File: src/core/xfer_exec_pkg.sv
// Shared constants and carrier types for the data-transfer execution unit.
package xfer_exec_pkg;

  localparam int unsigned DATA_W  = 8;
  localparam int unsigned ADDR_W  = 16;
  localparam int unsigned REG_W   = 5;
  localparam int unsigned DISP_W  = 6;
  localparam int unsigned IO_W    = 6;

  // Cycle counts per instruction class.
  localparam logic [1:0] CYC_STORE = 2'h2;
  localparam logic [1:0] CYC_STACK = 2'h2;
  localparam logic [1:0] CYC_CODE  = 2'h3;
  localparam logic [1:0] CYC_ONE   = 2'h1;

  localparam logic [REG_W-1:0]  REG_ZERO = 5'h00;
  localparam logic [ADDR_W-1:0] PTR_STEP = 16'h0001;

  // Pointer pair selection.
  typedef enum logic [1:0] {
    PTR_FIRST,
    PTR_SECOND,
    PTR_THIRD
  } ptr_sel_t;

  // Addressing flavour of an indirect access.
  typedef enum logic [1:0] {
    MODE_PLAIN,
    MODE_POST_INC,
    MODE_PRE_DEC
  } ptr_mode_t;

  typedef enum logic [3:0] {
    OP_NOP,
    OP_POINTER_WRITE,
    OP_OFFSET_WRITE,
    OP_DIRECT_WRITE,
    OP_CODE_READ,
    OP_PUSH,
    OP_POP,
    OP_SLEEP,
    OP_WATCHDOG_RESTART,
    OP_PORT_IN,
    OP_PORT_OUT
  } op_t;

  // One decoded instruction as handed over by the fetch stage.
  typedef struct packed {
    op_t                 op;
    ptr_sel_t            ptr;
    ptr_mode_t           mode;
    logic [REG_W-1:0]    reg_idx;
    logic [DISP_W-1:0]   disp;
    logic [ADDR_W-1:0]   k_addr;
    logic [IO_W-1:0]     io_addr;
    logic                code_to_r0;
  } instr_t;

  // Data memory request (also serves the stack).
  typedef struct packed {
    logic                wr;
    logic                rd;
    logic [ADDR_W-1:0]   addr;
    logic [DATA_W-1:0]   wdata;
  } mem_req_t;

  // Register file write port.
  typedef struct packed {
    logic                we;
    logic [REG_W-1:0]    idx;
    logic [DATA_W-1:0]   data;
  } reg_wr_t;

  // Pointer pair write-back.
  typedef struct packed {
    logic                we;
    ptr_sel_t            sel;
    logic [ADDR_W-1:0]   value;
  } ptr_wr_t;

endpackage

File: src/core/xfer_exec.sv
// Execution unit for store, code-read, stack, port and control instructions.
// How it works
// - Pre-decrement store: pointer minus one, then write source there, 2 cycles.
// - Post-increment store: write at pointer, then pointer plus one, 2 cycles.
// - Offset store writes at the selected pointer plus displacement, pointer kept, 2 cycles.
// - Direct store writes source to constant address in 2 cycles.
// - Code read loads byte at third pointer into r0 or named register, 3 cycles.
// - Push stores source register on the stack in 2 cycles.
// - Pop loads destination register from the stack in 2 cycles.
// - Sleep takes 1 cycle and signals the sleep function.
// - Watchdog restart takes 1 cycle and pulses the watchdog restart.
// No instruction here writes the status flags; the unit has no flag port at all.
module xfer_exec
  import xfer_exec_pkg::*;
(
  // Clock and reset
  input  wire logic              clk_in,
  input  wire logic              rst_b_in,
  // Instruction issue
  input  wire logic              issue_valid_in,
  input  wire instr_t            issue_in,
  output logic                   issue_ready_out,
  // Register file and pointer pairs
  input  wire logic [DATA_W-1:0] src_data_in,
  input  wire logic [ADDR_W-1:0] ptr_first_in,
  input  wire logic [ADDR_W-1:0] ptr_second_in,
  input  wire logic [ADDR_W-1:0] ptr_third_in,
  input  wire logic [ADDR_W-1:0] stack_ptr_in,
  output reg_wr_t                reg_wr_out,
  output ptr_wr_t                ptr_wr_out,
  output logic [ADDR_W-1:0]      stack_ptr_out,
  // Data memory
  output mem_req_t               mem_req_out,
  input  wire logic [DATA_W-1:0] mem_rdata_in,
  // Program memory
  output logic                   code_rd_out,
  output logic [ADDR_W-1:0]      code_addr_out,
  input  wire logic [DATA_W-1:0] code_rdata_in,
  // I/O space
  output logic                   io_wr_out,
  output logic                   io_rd_out,
  output logic [IO_W-1:0]        io_addr_out,
  output logic [DATA_W-1:0]      io_wdata_out,
  input  wire logic [DATA_W-1:0] io_rdata_in,
  // Control
  output logic                   sleep_req_out,
  output logic                   wdog_restart_out,
  output logic                   done_out
);

  typedef enum logic [1:0] {
    EXEC_IDLE,
    EXEC_BUSY
  } state_t;

  state_t            state_ff;
  instr_t            instr_ff;
  logic [1:0]        cyc_ff;
  logic [1:0]        cyc_total;
  logic [ADDR_W-1:0] sel_ptr;
  logic [ADDR_W-1:0] eff_addr;
  logic [ADDR_W-1:0] new_ptr;
  logic              ptr_changes;
  logic              take;
  logic              last_cyc;

  // Pointer selection works from the latched instruction and serves only the busy phase.
  function automatic logic [ADDR_W-1:0] pick_ptr(input ptr_sel_t s,
                                                 input logic [ADDR_W-1:0] a,
                                                 input logic [ADDR_W-1:0] b,
                                                 input logic [ADDR_W-1:0] c);
    if (s == PTR_FIRST) begin
      return a;
    end else if (s == PTR_SECOND) begin
      return b;
    end else begin
      return c;
    end
  endfunction

  function automatic logic [1:0] op_cycles(input op_t op);
    case (op)
      OP_POINTER_WRITE, OP_OFFSET_WRITE, OP_DIRECT_WRITE: return CYC_STORE;
      OP_PUSH, OP_POP:                                    return CYC_STACK;
      OP_CODE_READ:                                       return CYC_CODE;
      default:                                            return CYC_ONE;
    endcase
  endfunction

  assign issue_ready_out = (state_ff == EXEC_IDLE);
  assign take            = issue_valid_in && issue_ready_out;
  assign cyc_total       = op_cycles(instr_ff.op);
  assign last_cyc        = (state_ff == EXEC_BUSY) && (cyc_ff == cyc_total);

  // Code reads always go through the third pointer.
  always_comb begin
    if (instr_ff.op == OP_CODE_READ) begin
      sel_ptr = ptr_third_in;
    end else begin
      sel_ptr = pick_ptr(instr_ff.ptr, ptr_first_in, ptr_second_in, ptr_third_in);
    end
  end

  addr_gen #(
    .AW (ADDR_W)
  ) u_addr_gen (
    .ptr_in          (sel_ptr),
    .mode_in         ((instr_ff.op == OP_OFFSET_WRITE) ? MODE_PLAIN : instr_ff.mode),
    .disp_in         ((instr_ff.op == OP_OFFSET_WRITE) ? instr_ff.disp : '0),
    .eff_addr_out    (eff_addr),
    .new_ptr_out     (new_ptr),
    .ptr_changes_out (ptr_changes)
  );

  // Every instruction is latched, then retired after its cycle count.
  always_ff @(posedge clk_in or negedge rst_b_in) begin
    if (!rst_b_in) begin
      state_ff <= EXEC_IDLE;
      instr_ff <= '0;
      cyc_ff   <= '0;
    end else if (take) begin
      state_ff <= EXEC_BUSY;
      instr_ff <= issue_in;
      cyc_ff   <= CYC_ONE;
    end else if (last_cyc) begin
      state_ff <= EXEC_IDLE;
      cyc_ff   <= '0;
    end else if (state_ff == EXEC_BUSY) begin
      cyc_ff   <= cyc_ff + CYC_ONE;
    end
  end

  // Memory traffic is issued in the first busy cycle, data returns in the last.
  always_ff @(posedge clk_in or negedge rst_b_in) begin
    if (!rst_b_in) begin
      mem_req_out   <= '0;
      code_rd_out   <= 1'b0;
      code_addr_out <= '0;
      io_wr_out     <= 1'b0;
      io_rd_out     <= 1'b0;
      io_addr_out   <= '0;
      io_wdata_out  <= '0;
    end else begin
      mem_req_out <= '0;
      code_rd_out <= 1'b0;
      io_wr_out   <= 1'b0;
      io_rd_out   <= 1'b0;
      if (take) begin
        case (issue_in.op)
          OP_PORT_OUT: begin
            io_wr_out    <= 1'b1;
            io_addr_out  <= issue_in.io_addr;
            io_wdata_out <= src_data_in;
          end
          OP_PORT_IN: begin
            io_rd_out   <= 1'b1;
            io_addr_out <= issue_in.io_addr;
          end
          default: begin
          end
        endcase
      end else if (state_ff == EXEC_BUSY && cyc_ff == CYC_ONE) begin
        case (instr_ff.op)
          OP_POINTER_WRITE, OP_OFFSET_WRITE: begin
            mem_req_out.wr    <= 1'b1;
            mem_req_out.addr  <= eff_addr;
            mem_req_out.wdata <= src_data_in;
          end
          OP_DIRECT_WRITE: begin
            mem_req_out.wr    <= 1'b1;
            mem_req_out.addr  <= instr_ff.k_addr;
            mem_req_out.wdata <= src_data_in;
          end
          OP_PUSH: begin
            mem_req_out.wr    <= 1'b1;
            mem_req_out.addr  <= stack_ptr_in;
            mem_req_out.wdata <= src_data_in;
          end
          OP_POP: begin
            mem_req_out.rd    <= 1'b1;
            mem_req_out.addr  <= stack_ptr_in + PTR_STEP;
          end
          OP_CODE_READ: begin
            code_rd_out   <= 1'b1;
            code_addr_out <= sel_ptr;
          end
          default: begin
          end
        endcase
      end
    end
  end

  // Register and pointer write-back happen once, on the retiring cycle.
  always_ff @(posedge clk_in or negedge rst_b_in) begin
    if (!rst_b_in) begin
      reg_wr_out    <= '0;
      ptr_wr_out    <= '{we: 1'b0, sel: PTR_FIRST, value: '0};
      stack_ptr_out <= '0;
    end else begin
      reg_wr_out.we <= 1'b0;
      ptr_wr_out.we <= 1'b0;
      stack_ptr_out <= stack_ptr_in;
      if (last_cyc) begin
        case (instr_ff.op)
          OP_POINTER_WRITE: begin
            ptr_wr_out.we    <= ptr_changes;
            ptr_wr_out.sel   <= instr_ff.ptr;
            ptr_wr_out.value <= new_ptr;
          end
          OP_CODE_READ: begin
            reg_wr_out.we    <= 1'b1;
            reg_wr_out.idx   <= instr_ff.code_to_r0 ? REG_ZERO : instr_ff.reg_idx;
            reg_wr_out.data  <= code_rdata_in;
            ptr_wr_out.we    <= (instr_ff.mode == MODE_POST_INC);
            ptr_wr_out.sel   <= PTR_THIRD;
            ptr_wr_out.value <= sel_ptr + PTR_STEP;
          end
          OP_PUSH: begin
            stack_ptr_out <= stack_ptr_in - PTR_STEP;
          end
          OP_POP: begin
            reg_wr_out.we   <= 1'b1;
            reg_wr_out.idx  <= instr_ff.reg_idx;
            reg_wr_out.data <= mem_rdata_in;
            stack_ptr_out   <= stack_ptr_in + PTR_STEP;
          end
          OP_PORT_IN: begin
            reg_wr_out.we   <= 1'b1;
            reg_wr_out.idx  <= instr_ff.reg_idx;
            reg_wr_out.data <= io_rdata_in;
          end
          default: begin
          end
        endcase
      end
    end
  end

  // Sleep and watchdog are one-cycle pulses on retirement; nop does nothing.
  always_ff @(posedge clk_in or negedge rst_b_in) begin
    if (!rst_b_in) begin
      sleep_req_out    <= 1'b0;
      wdog_restart_out <= 1'b0;
      done_out         <= 1'b0;
    end else begin
      sleep_req_out    <= last_cyc && (instr_ff.op == OP_SLEEP);
      wdog_restart_out <= last_cyc && (instr_ff.op == OP_WATCHDOG_RESTART);
      done_out         <= last_cyc;
    end
  end

  // Cycles since issue, for checking the latency of the store class.
  logic [2:0] age_ff;
  always_ff @(posedge clk_in or negedge rst_b_in) begin
    if (!rst_b_in) begin
      age_ff <= '0;
    end else if (take) begin
      age_ff <= 3'h1;
    end else if (state_ff == EXEC_BUSY) begin
      age_ff <= age_ff + 3'h1;
    end
  end

  property p_store_len;
    @(posedge clk_in) disable iff (!rst_b_in)
      (last_cyc && instr_ff.op inside {OP_POINTER_WRITE, OP_OFFSET_WRITE, OP_DIRECT_WRITE})
      |-> (age_ff == 3'h2);
  endproperty
  a_store_len: assert property (p_store_len) else $error("store length wrong");

  property p_predec_addr;
    @(posedge clk_in) disable iff (!rst_b_in)
      (take && issue_in.op == OP_POINTER_WRITE && issue_in.mode == MODE_PRE_DEC)
      ##1 1'b1 |=> (mem_req_out.wr && mem_req_out.addr == $past(sel_ptr) - PTR_STEP);
  endproperty
  a_predec_addr: assert property (p_predec_addr) else $error("pre-dec address wrong");

  property p_postinc_ptr;
    @(posedge clk_in) disable iff (!rst_b_in)
      (last_cyc && instr_ff.op == OP_POINTER_WRITE && instr_ff.mode == MODE_POST_INC)
      |=> (ptr_wr_out.we && ptr_wr_out.value == $past(sel_ptr) + PTR_STEP);
  endproperty
  a_postinc_ptr: assert property (p_postinc_ptr) else $error("post-inc pointer wrong");

  property p_offset_keeps;
    @(posedge clk_in) disable iff (!rst_b_in)
      (last_cyc && instr_ff.op == OP_OFFSET_WRITE) |=> !ptr_wr_out.we;
  endproperty
  a_offset_keeps: assert property (p_offset_keeps) else $error("offset store moved pointer");

  property p_code_len;
    @(posedge clk_in) disable iff (!rst_b_in)
      (take && issue_in.op == OP_CODE_READ) |-> ##3 (last_cyc);
  endproperty
  a_code_len: assert property (p_code_len) else $error("code read not 3 cycles");

  property p_push_write;
    @(posedge clk_in) disable iff (!rst_b_in)
      (take && issue_in.op == OP_PUSH) |-> ##2 (mem_req_out.wr) ##1 (done_out);
  endproperty
  a_push_write: assert property (p_push_write) else $error("push not written");

  property p_pop_load;
    @(posedge clk_in) disable iff (!rst_b_in)
      (take && issue_in.op == OP_POP) |-> ##3 (reg_wr_out.we && done_out);
  endproperty
  a_pop_load: assert property (p_pop_load) else $error("pop not loaded");

  property p_sleep_one;
    @(posedge clk_in) disable iff (!rst_b_in)
      (take && issue_in.op == OP_SLEEP) |-> ##2 (sleep_req_out && !mem_req_out.wr);
  endproperty
  a_sleep_one: assert property (p_sleep_one) else $error("sleep timing wrong");

  property p_wdog_one;
    @(posedge clk_in) disable iff (!rst_b_in)
      wdog_restart_out |=> !wdog_restart_out;
  endproperty
  a_wdog_one: assert property (p_wdog_one) else $error("watchdog pulse too long");

  property p_nop_quiet;
    @(posedge clk_in) disable iff (!rst_b_in)
      (take && issue_in.op == OP_NOP) |-> ##2 (!reg_wr_out.we && !ptr_wr_out.we);
  endproperty
  a_nop_quiet: assert property (p_nop_quiet) else $error("nop changed state");

  c_store:  cover property (@(posedge clk_in) take && issue_in.op == OP_POINTER_WRITE);
  c_code:   cover property (@(posedge clk_in) last_cyc && instr_ff.op == OP_CODE_READ);
  c_pop:    cover property (@(posedge clk_in) last_cyc && instr_ff.op == OP_POP);
  c_b2b:    cover property (@(posedge clk_in) last_cyc ##1 take);

endmodule

File: src/core/addr_gen.sv
// Effective address and pointer update for indirect accesses.
module addr_gen
  import xfer_exec_pkg::*;
#(
  parameter int unsigned AW = ADDR_W
) (
  // Pointer and mode
  input  wire logic [AW-1:0]     ptr_in,
  input  wire ptr_mode_t         mode_in,
  input  wire logic [DISP_W-1:0] disp_in,
  // Results
  output logic [AW-1:0]          eff_addr_out,
  output logic [AW-1:0]          new_ptr_out,
  output logic                   ptr_changes_out
);

  always_comb begin
    eff_addr_out    = ptr_in + AW'(disp_in);
    new_ptr_out     = ptr_in;
    ptr_changes_out = 1'b0;
    case (mode_in)
      MODE_PRE_DEC: begin
        // The access uses the already decremented pointer.
        eff_addr_out    = ptr_in - AW'(PTR_STEP);
        new_ptr_out     = ptr_in - AW'(PTR_STEP);
        ptr_changes_out = 1'b1;
      end
      MODE_POST_INC: begin
        eff_addr_out    = ptr_in;
        new_ptr_out     = ptr_in + AW'(PTR_STEP);
        ptr_changes_out = 1'b1;
      end
      default: begin
      end
    endcase
  end

endmodule

File: config.mk
export PLATFORM = sky130hd
export DESIGN_NAME = xfer_exec
export DESIGN_NICKNAME = d
export VERILOG_FILES = /design/src/core/xfer_exec_pkg.sv /design/src/core/xfer_exec.sv /design/src/core/addr_gen.sv
export SDC_FILE = /design/constraint.sdc
export NUM_CORES = 1
export LEC_CHECK = 0
export ABC_CLOCK_PERIOD_IN_PS = 7520
export BUFFER_PORTS_ARGS = -buffer_cell sky130_fd_sc_hd__buf_2
export CORE_MARGIN = 2
export CORE_UTILIZATION = 30
export CTS_CLUSTER_DIAMETER = 50
export DETAILED_ROUTE_END_ITERATION = 6
export REMOVE_ABC_BUFFERS = 1
export SYNTH_ARGS = -nofsm -noshare
export SYNTH_HDL_FRONTEND = slang
export SYNTH_SLANG_ARGS = --single-unit
File: constraint.sdc
create_clock -name clk_in -period 7.52 [get_ports clk_in]
set_input_delay 0 -clock clk_in [delete_from_list [all_inputs] [get_ports clk_in]]
set_output_delay 0 -clock clk_in [all_outputs]
set_load 0.005 [all_outputs]
# == After elaboration in Yosys (flattened, before gate mapping) ==
# Cells that the tools add are included.
# word_totals
latchBits,0
rom_bits,0
inputBits,141
word_cells,109
memories,0
regBits,151
ramBits,0
output_inout_bits,112
# op_classes
n_reduce_logical,21
shift,0
bitwise_logic,1
div_mod_pow,0
n_mul,0
n_mux,34
magnitude_cmp,0
addsub,6
eq_ne,18
# op_table
operator,n
$pmux W16 S2,3
$mux W16,4
$pmux W16 S4,1
$mux W26,2
$pmux W14 S3,1
$pmux W19 S2,1
$add A16 B1 Y16 const B,2
$sub A16 B1 Y16 const B,2
$mux W19,1
$add A16 B6 Y16,1
$eq A4 B3 Y1 const B,4
$eq A4 B4 Y1 const B,4
$mux W14,1
$mux W2,6
$eq A2 B1 Y1 const B,5
$mux W1,10
$eq A4 B2 Y1 const B,2
$mux W8,1
$reduce_and A2 Y1,4
$mux W6,1
$reduce_bool A3 Y1,2
$reduce_or A2 Y1,3
$logic_and A1 B1 Y1,5
$mux W5,1
other kinds (11),13

# == Logic depth before layout (Yosys ltp) ==
# logic_depth
depth_word,9
ltp_mapped,17
mapped_depth_nobuf,14

# == Cells and area by module ==
# From an unflattened synthesis, not the netlist that was laid out.
# hier_totals
hier_cells,1045
hier_area_um2,9550.4
# modules_own_cells
module,seq_area_each_um2,instances,area_each_um2,cells_per_inst
xfer_exec,3753.6,1,7788.7,771
addr_gen,0.0,1,1761.7,274

# == Least setup slack after synthesis ==
# OpenSTA, ideal clock, no wires.
# synth_timing
path_type,reg2reg
startpoint,reg instr_ff[36] (netlist bit)
endpoint,reg mem_req_out[18] (netlist bit)
stages_incl_launch_ff,16
setup_slack_ns,3.511
required_ns,7.432
arrival_ns,3.921
setup_time_ns,0.088
synth_period_minus_slack_ns,4.009
n_path_buf,3
path_cell_list,dfrtp_1 -> buf_2 -> clkbuf_1 -> buf_1 -> mux2i_1 -> o21ai_1 -> ha_1 -> inv_1 -> fa_1 -> inv_1 -> a21oi_1 -> and3_1 -> o32ai_1 -> o211ai_1 -> or4_1 -> a41oi_1
# synth_via
elab_chain_cells,9
word_cells_on_any_way,11
cone_classes,2 x add/sub; 1 x eq/ne; 7 x mux; 1 x reduce/logical
# synth_rtl
element,line_no,rtl
"start, declared",xfer_exec.sv:57,instr_t instr_ff;
"start signal, assigned",xfer_exec.sv:123,instr_ff <= issue_in;
$eq A2 B1 Y1,xfer_exec.sv:74,end else if (s == PTR_SECOND) begin
$mux W16,xfer_exec.sv:74,
$mux W16 *,xfer_exec.sv:72,if (s == PTR_FIRST) begin
$mux W16 *,xfer_exec.sv:97,if (instr_ff.op == OP_CODE_READ) begin
named net sel_ptr[0],xfer_exec.sv:60,logic [ADDR_W-1:0] sel_ptr;
$add A16 B6 Y16 / $sub A16 B1 Y16 (equally long branches),"addr_gen.sv:18, addr_gen.sv:24",
$pmux W16 S2 *,addr_gen.sv:21,case (mode_in)
$pmux W16 S4 *,xfer_exec.sv:163,case (instr_ff.op)
$mux W26 *,xfer_exec.sv:162,end else if (state_ff == EXEC_BUSY && cyc_ff == CYC_ONE) begin
$mux W26 *,xfer_exec.sv:148,if (take) begin
"end, declared",xfer_exec.sv:33,"output mem_req_t mem_req_out,"
# The timed path passes the listed nets; every way through them passes the cells marked *.
# A chain may end at the register's enable or synchronous reset.

# == Final worst setup path ==
# layout_timing
startpoint,reg instr_ff[38] (netlist bit)
endpoint,reg mem_req_out[18] (netlist bit)
# layout_via
elab_chain_cells,7
word_cells_on_any_way,18
cone_classes,2 x add/sub; 8 x eq/ne; 7 x mux; 1 x reduce/logical
# layout_rtl
element,line_no
$eq A4 B3 Y1 *,xfer_exec.sv:97
$mux W16 *,xfer_exec.sv:97
named net sel_ptr[0],xfer_exec.sv:60
$add A16 B6 Y16 / $sub A16 B1 Y16 (equally long branches),"addr_gen.sv:18, addr_gen.sv:24"
$pmux W16 S2 *,addr_gen.sv:21
$pmux W16 S4 *,xfer_exec.sv:163
$mux W26 *,xfer_exec.sv:162
$mux W26 *,xfer_exec.sv:148
# Marked as above.

==> run_results.csv <==
group,metric,value,unit
setup_path,classification_of_the_worst_setup_path,"flip-flop to flip-flop",
pwr,power_switching,2.103,mW
pwr,combPwrFrac,0.521,
pwr,pwr-share-clk,0.200,
timing,layout_worst_path_cycle_share,0.7266,
timing,slew_headroom,0.2514,
drt,drt-total-wl,34.95,mm
synthesis,yosys_register_bits,150,
placed_design,postPlaceCellArea,11230,sq um
placed_design,post-dp-hpwl,25.07,mm
synthesis,netlist_area,9609,sq um
cts,cts_tree,"done",
drt,routed_via_density,5.404,
pwr,power.leakage,5.681,nW
setup_path,cp.required,7870,ps
pwr,powerDensity,365.6,nW/um^2
timing,final.setup_skew,9.050,ps
cts,clock_path_buffers,2,
grt,global_route.usage.total,0.2075,
timing,setup_viol_count_final,0,
floorplan,floorplan.core_area,31560,sq um
placed_design,globalplace.congestion,0.9021,
synthesis,synthDistinctLibCells,72,
cells_and_area,drive_gt1_frac,0.2585,
grt,grt_antenna_before_repair,0,
synthesis,synth.yosys.seq_area_share,0.3906,
synthesis,post_synth_inst_count,1117,
synthesis,async_flop_share,1.000,
timing,report.final.hold_viol_count,0,
setup_path,endpoint_kind,"flip-flop",
floorplan,die_y,183.0,um
cts,clk_pin_slew,70,ps
synthesis,synth_top_area_share,0.3906,
synthesis,post_synth.cell_area_avg,8.603,sq um
pwr,power.internal,2.601,mW
timing,worst_pin_slew,1120,ps
floorplan,initial_core_util,0.3045,
setup_path,critical_path_peak_fanout,36,
timing,post_route_hold_slack,260.1,ps
grt,grt_pass1_wl,54.39,mm
synthesis,synthTopCellsByArea,"dfrtp_1, mux2_2, o21ai_0",
floorplan,ios,253,
cells_and_area,finalCoreUtilization,0.4078,
timing,final_max_slew_viol_count,0,
timing,timing.final.crit_period,5464,ps
cells_and_area,finish.instance_area,12870,sq um
cts,cts_inserted_buffers,17,
drt,dr_total_vias,9971,
flow_run,timing.max_cap.violations,0,
cts,clock_insertion_delay_worst_skew,450,ps
synthesis,netlist.top_cell.by_area,"dfrtp_1",
floorplan,die_x,183.0,um
synthesis,synthFlopType,"dfrtp_1",
outcome,outcome,"finished clean",
cells_and_area,insertedDiodeCount,0,
timing,setup_repair_after_global_routing_missed_its_margin,"false",
synthesis,synth_enable_flop_cells,0,
setup_path,cp.arrival,5810,ps
cells_and_area,nFillCells,3170,
cts,cts_post_setup_buffers_inserted,0,
cells_and_area,area.growth.synth_to_final,33.91,%
grt,overflow,0,
timing,setup-tns-final,0,ps
drt,drc_errors,0,
cts,clock_sinks,150,
grt,maximum_number_of_pins_on_one_net_before_global_route_repair,111,
cts,cts.htree.levels,4,
drt,ant_nets,0,
grt,number_of_global_route_vias_before_repair,9953,
pwr,peakVddDrop,212.4,uV
drt,routedWlPerCell,18.94,um
synthesis,synth.yosys.warnings,0,
timing,maxClockFrequency,183.0,MHz
worst_hold_path,worstHoldPathType,"input port to asynchronous set/reset pin",
placed_design,portBuffers,252,
cts,root_buffer,"clkbuf_16",
floorplan,floorplan.rows,65,
pwr,total_power,4.704,mW
setup_path,critPathLaunchType,"flip-flop",
cells_and_area,nNetsFinal,1583,
drt,detailed_router_s_first_iteration_violation_count,893,
drt,drt-pass1-iter-count,6,
pwr,net_switching_fraction_of_the_power,0.4470,
floorplan,dieArea,33480,sq um
pwr,power.share.sequential,0.279,
## synthesized netlist by cell type (all sizes together) (20+ instances only)
cell / instances
a21oi: 60
clkbuf: 58
dfrtp: 150
inv: 22
mux2: 59
mux2i: 20
nand2: 147
nand3: 34
nor2: 74
nor3: 43
o21ai: 123
xnor2: 31
## layout by cell type (no fill, tap or decap), drive strengths merged, types with 11 or more instances in the layout
cell           n
buf          268
dfrtp        150
nand2        147
o21ai        123
dlygate4sd3  101
nor2          74
a21oi         60
mux2          59
nor3          43
nand3         34
xnor2         31
inv           28
mux2i         20
clkbuf        18
a221oi        17
a22o          17
and3          14
nor4          13
o21a          12
o211ai        12
a21o          11
and2          11
xor2          11
o31ai         11
## registers in the layout (all words and copies together), names as in the netlist
signal and cells:
reg_wr_out 14, io_addr_out 6, mem_req_out 26, cyc_ff 2, code_rd_out 1, ptr_wr_out 19, done_out 1, wdog_restart_out 1
sleep_req_out 1, instr_ff 36, io_wdata_out 8, io_rd_out 1, state_ff 1, io_wr_out 1, code_addr_out 16, stack_ptr_out 16
## timing repair
item                      CTS  global route
resized for setup           0             0
hold buffers              101             0
hold endpoints to repair  210             0
## final timing paths
check                                      startpoint                           to  slack (ps)  cells after the start
hold reg to reg            ptr_wr_out[16]$_DFFE_PN0P_   ptr_wr_out[16]$_DFFE_PN0P_         480                      2
max in group asynchronous                    rst_b_in   ptr_wr_out[15]$_DFFE_PN0P_        6070                      3
min in group clk_in                    src_data_in[0]  io_wdata_out[0]$_DFFE_PN0P_         300                      4
setup / recovery             instr_ff[38]$_DFFE_PN0P_    mem_req_out[18]$_DFF_PN0_        2060                     14
hold / removal                               rst_b_in    reg_wr_out[4]$_DFFE_PN0P_         260                      2
setup reg to reg             instr_ff[38]$_DFFE_PN0P_    mem_req_out[18]$_DFF_PN0_        2060                     14
## per-layer routing
metal	track usage	up-vias	wire length, um
met5	0	-	0
met4	0.08256	0	1156
met3	0.04786	70	2337
met2	0.3459	426	16720
met1	0.2601	4739	14730
li1	-	4736	-
## through the flow
stage | setup slack (ps) | cells
after floorplan | 3007 | 1043
after global placement | 2429 | 1713
after detailed placement | 2202 | 1713
after CTS | 2140 | 1845
after global routing | 1545 | 1845
final | 2056 | 1845
## critical path, cell delays in order (launching register included)
cell,delay [ps]
dfrtp_1,670
or4b_1,680
nand2_2,570
o21ai_1,670
ha_1,280
inv_1,60
fa_1,420
inv_1,80
a21oi_1,140
o31ai_1,130
a21oi_1,140
o32ai_1,320
o211ai_1,330
or4_1,620
a41oi_1,240
## power by group through the flow
stage	Sequential, mW	Clock, mW	Combinational [mW]
after floorplan	1.32	0	1.47
after global placement	1.30	0	2.34
after detailed placement	1.32	0	2.37
after CTS	1.31	0.966	2.43
after global routing	1.35	0.998	2.69
final	1.31	0.941	2.45
## cell type report
class / instances / area, sq um / area share
Clock buffer: 18 / 429.2 / 0.03335
Tap cell: 402 / 503.0 / 0.03909
Clock inverter: 13 / 193.9 / 0.01507
Multi-Input combinational cell: 867 / 5492 / 0.4268
Timing Repair Buffer: 369 / 2399 / 0.1864
Inverter: 26 / 97.59 / 0.007585
Sequential cell: 150 / 3754 / 0.2917
## cells by family after synthesis
kind of cell             synth area share
multiplexers                      0.08997
AO/OA/AOI/OAI                      0.2348
buffers and inverters             0.04023
AND/OR/NAND/NOR                    0.1910
XOR/XNOR                          0.03828
flip-flops                         0.3906
adder cells (fa/ha/maj)           0.01510
Power figures use the tool's default switching activity.
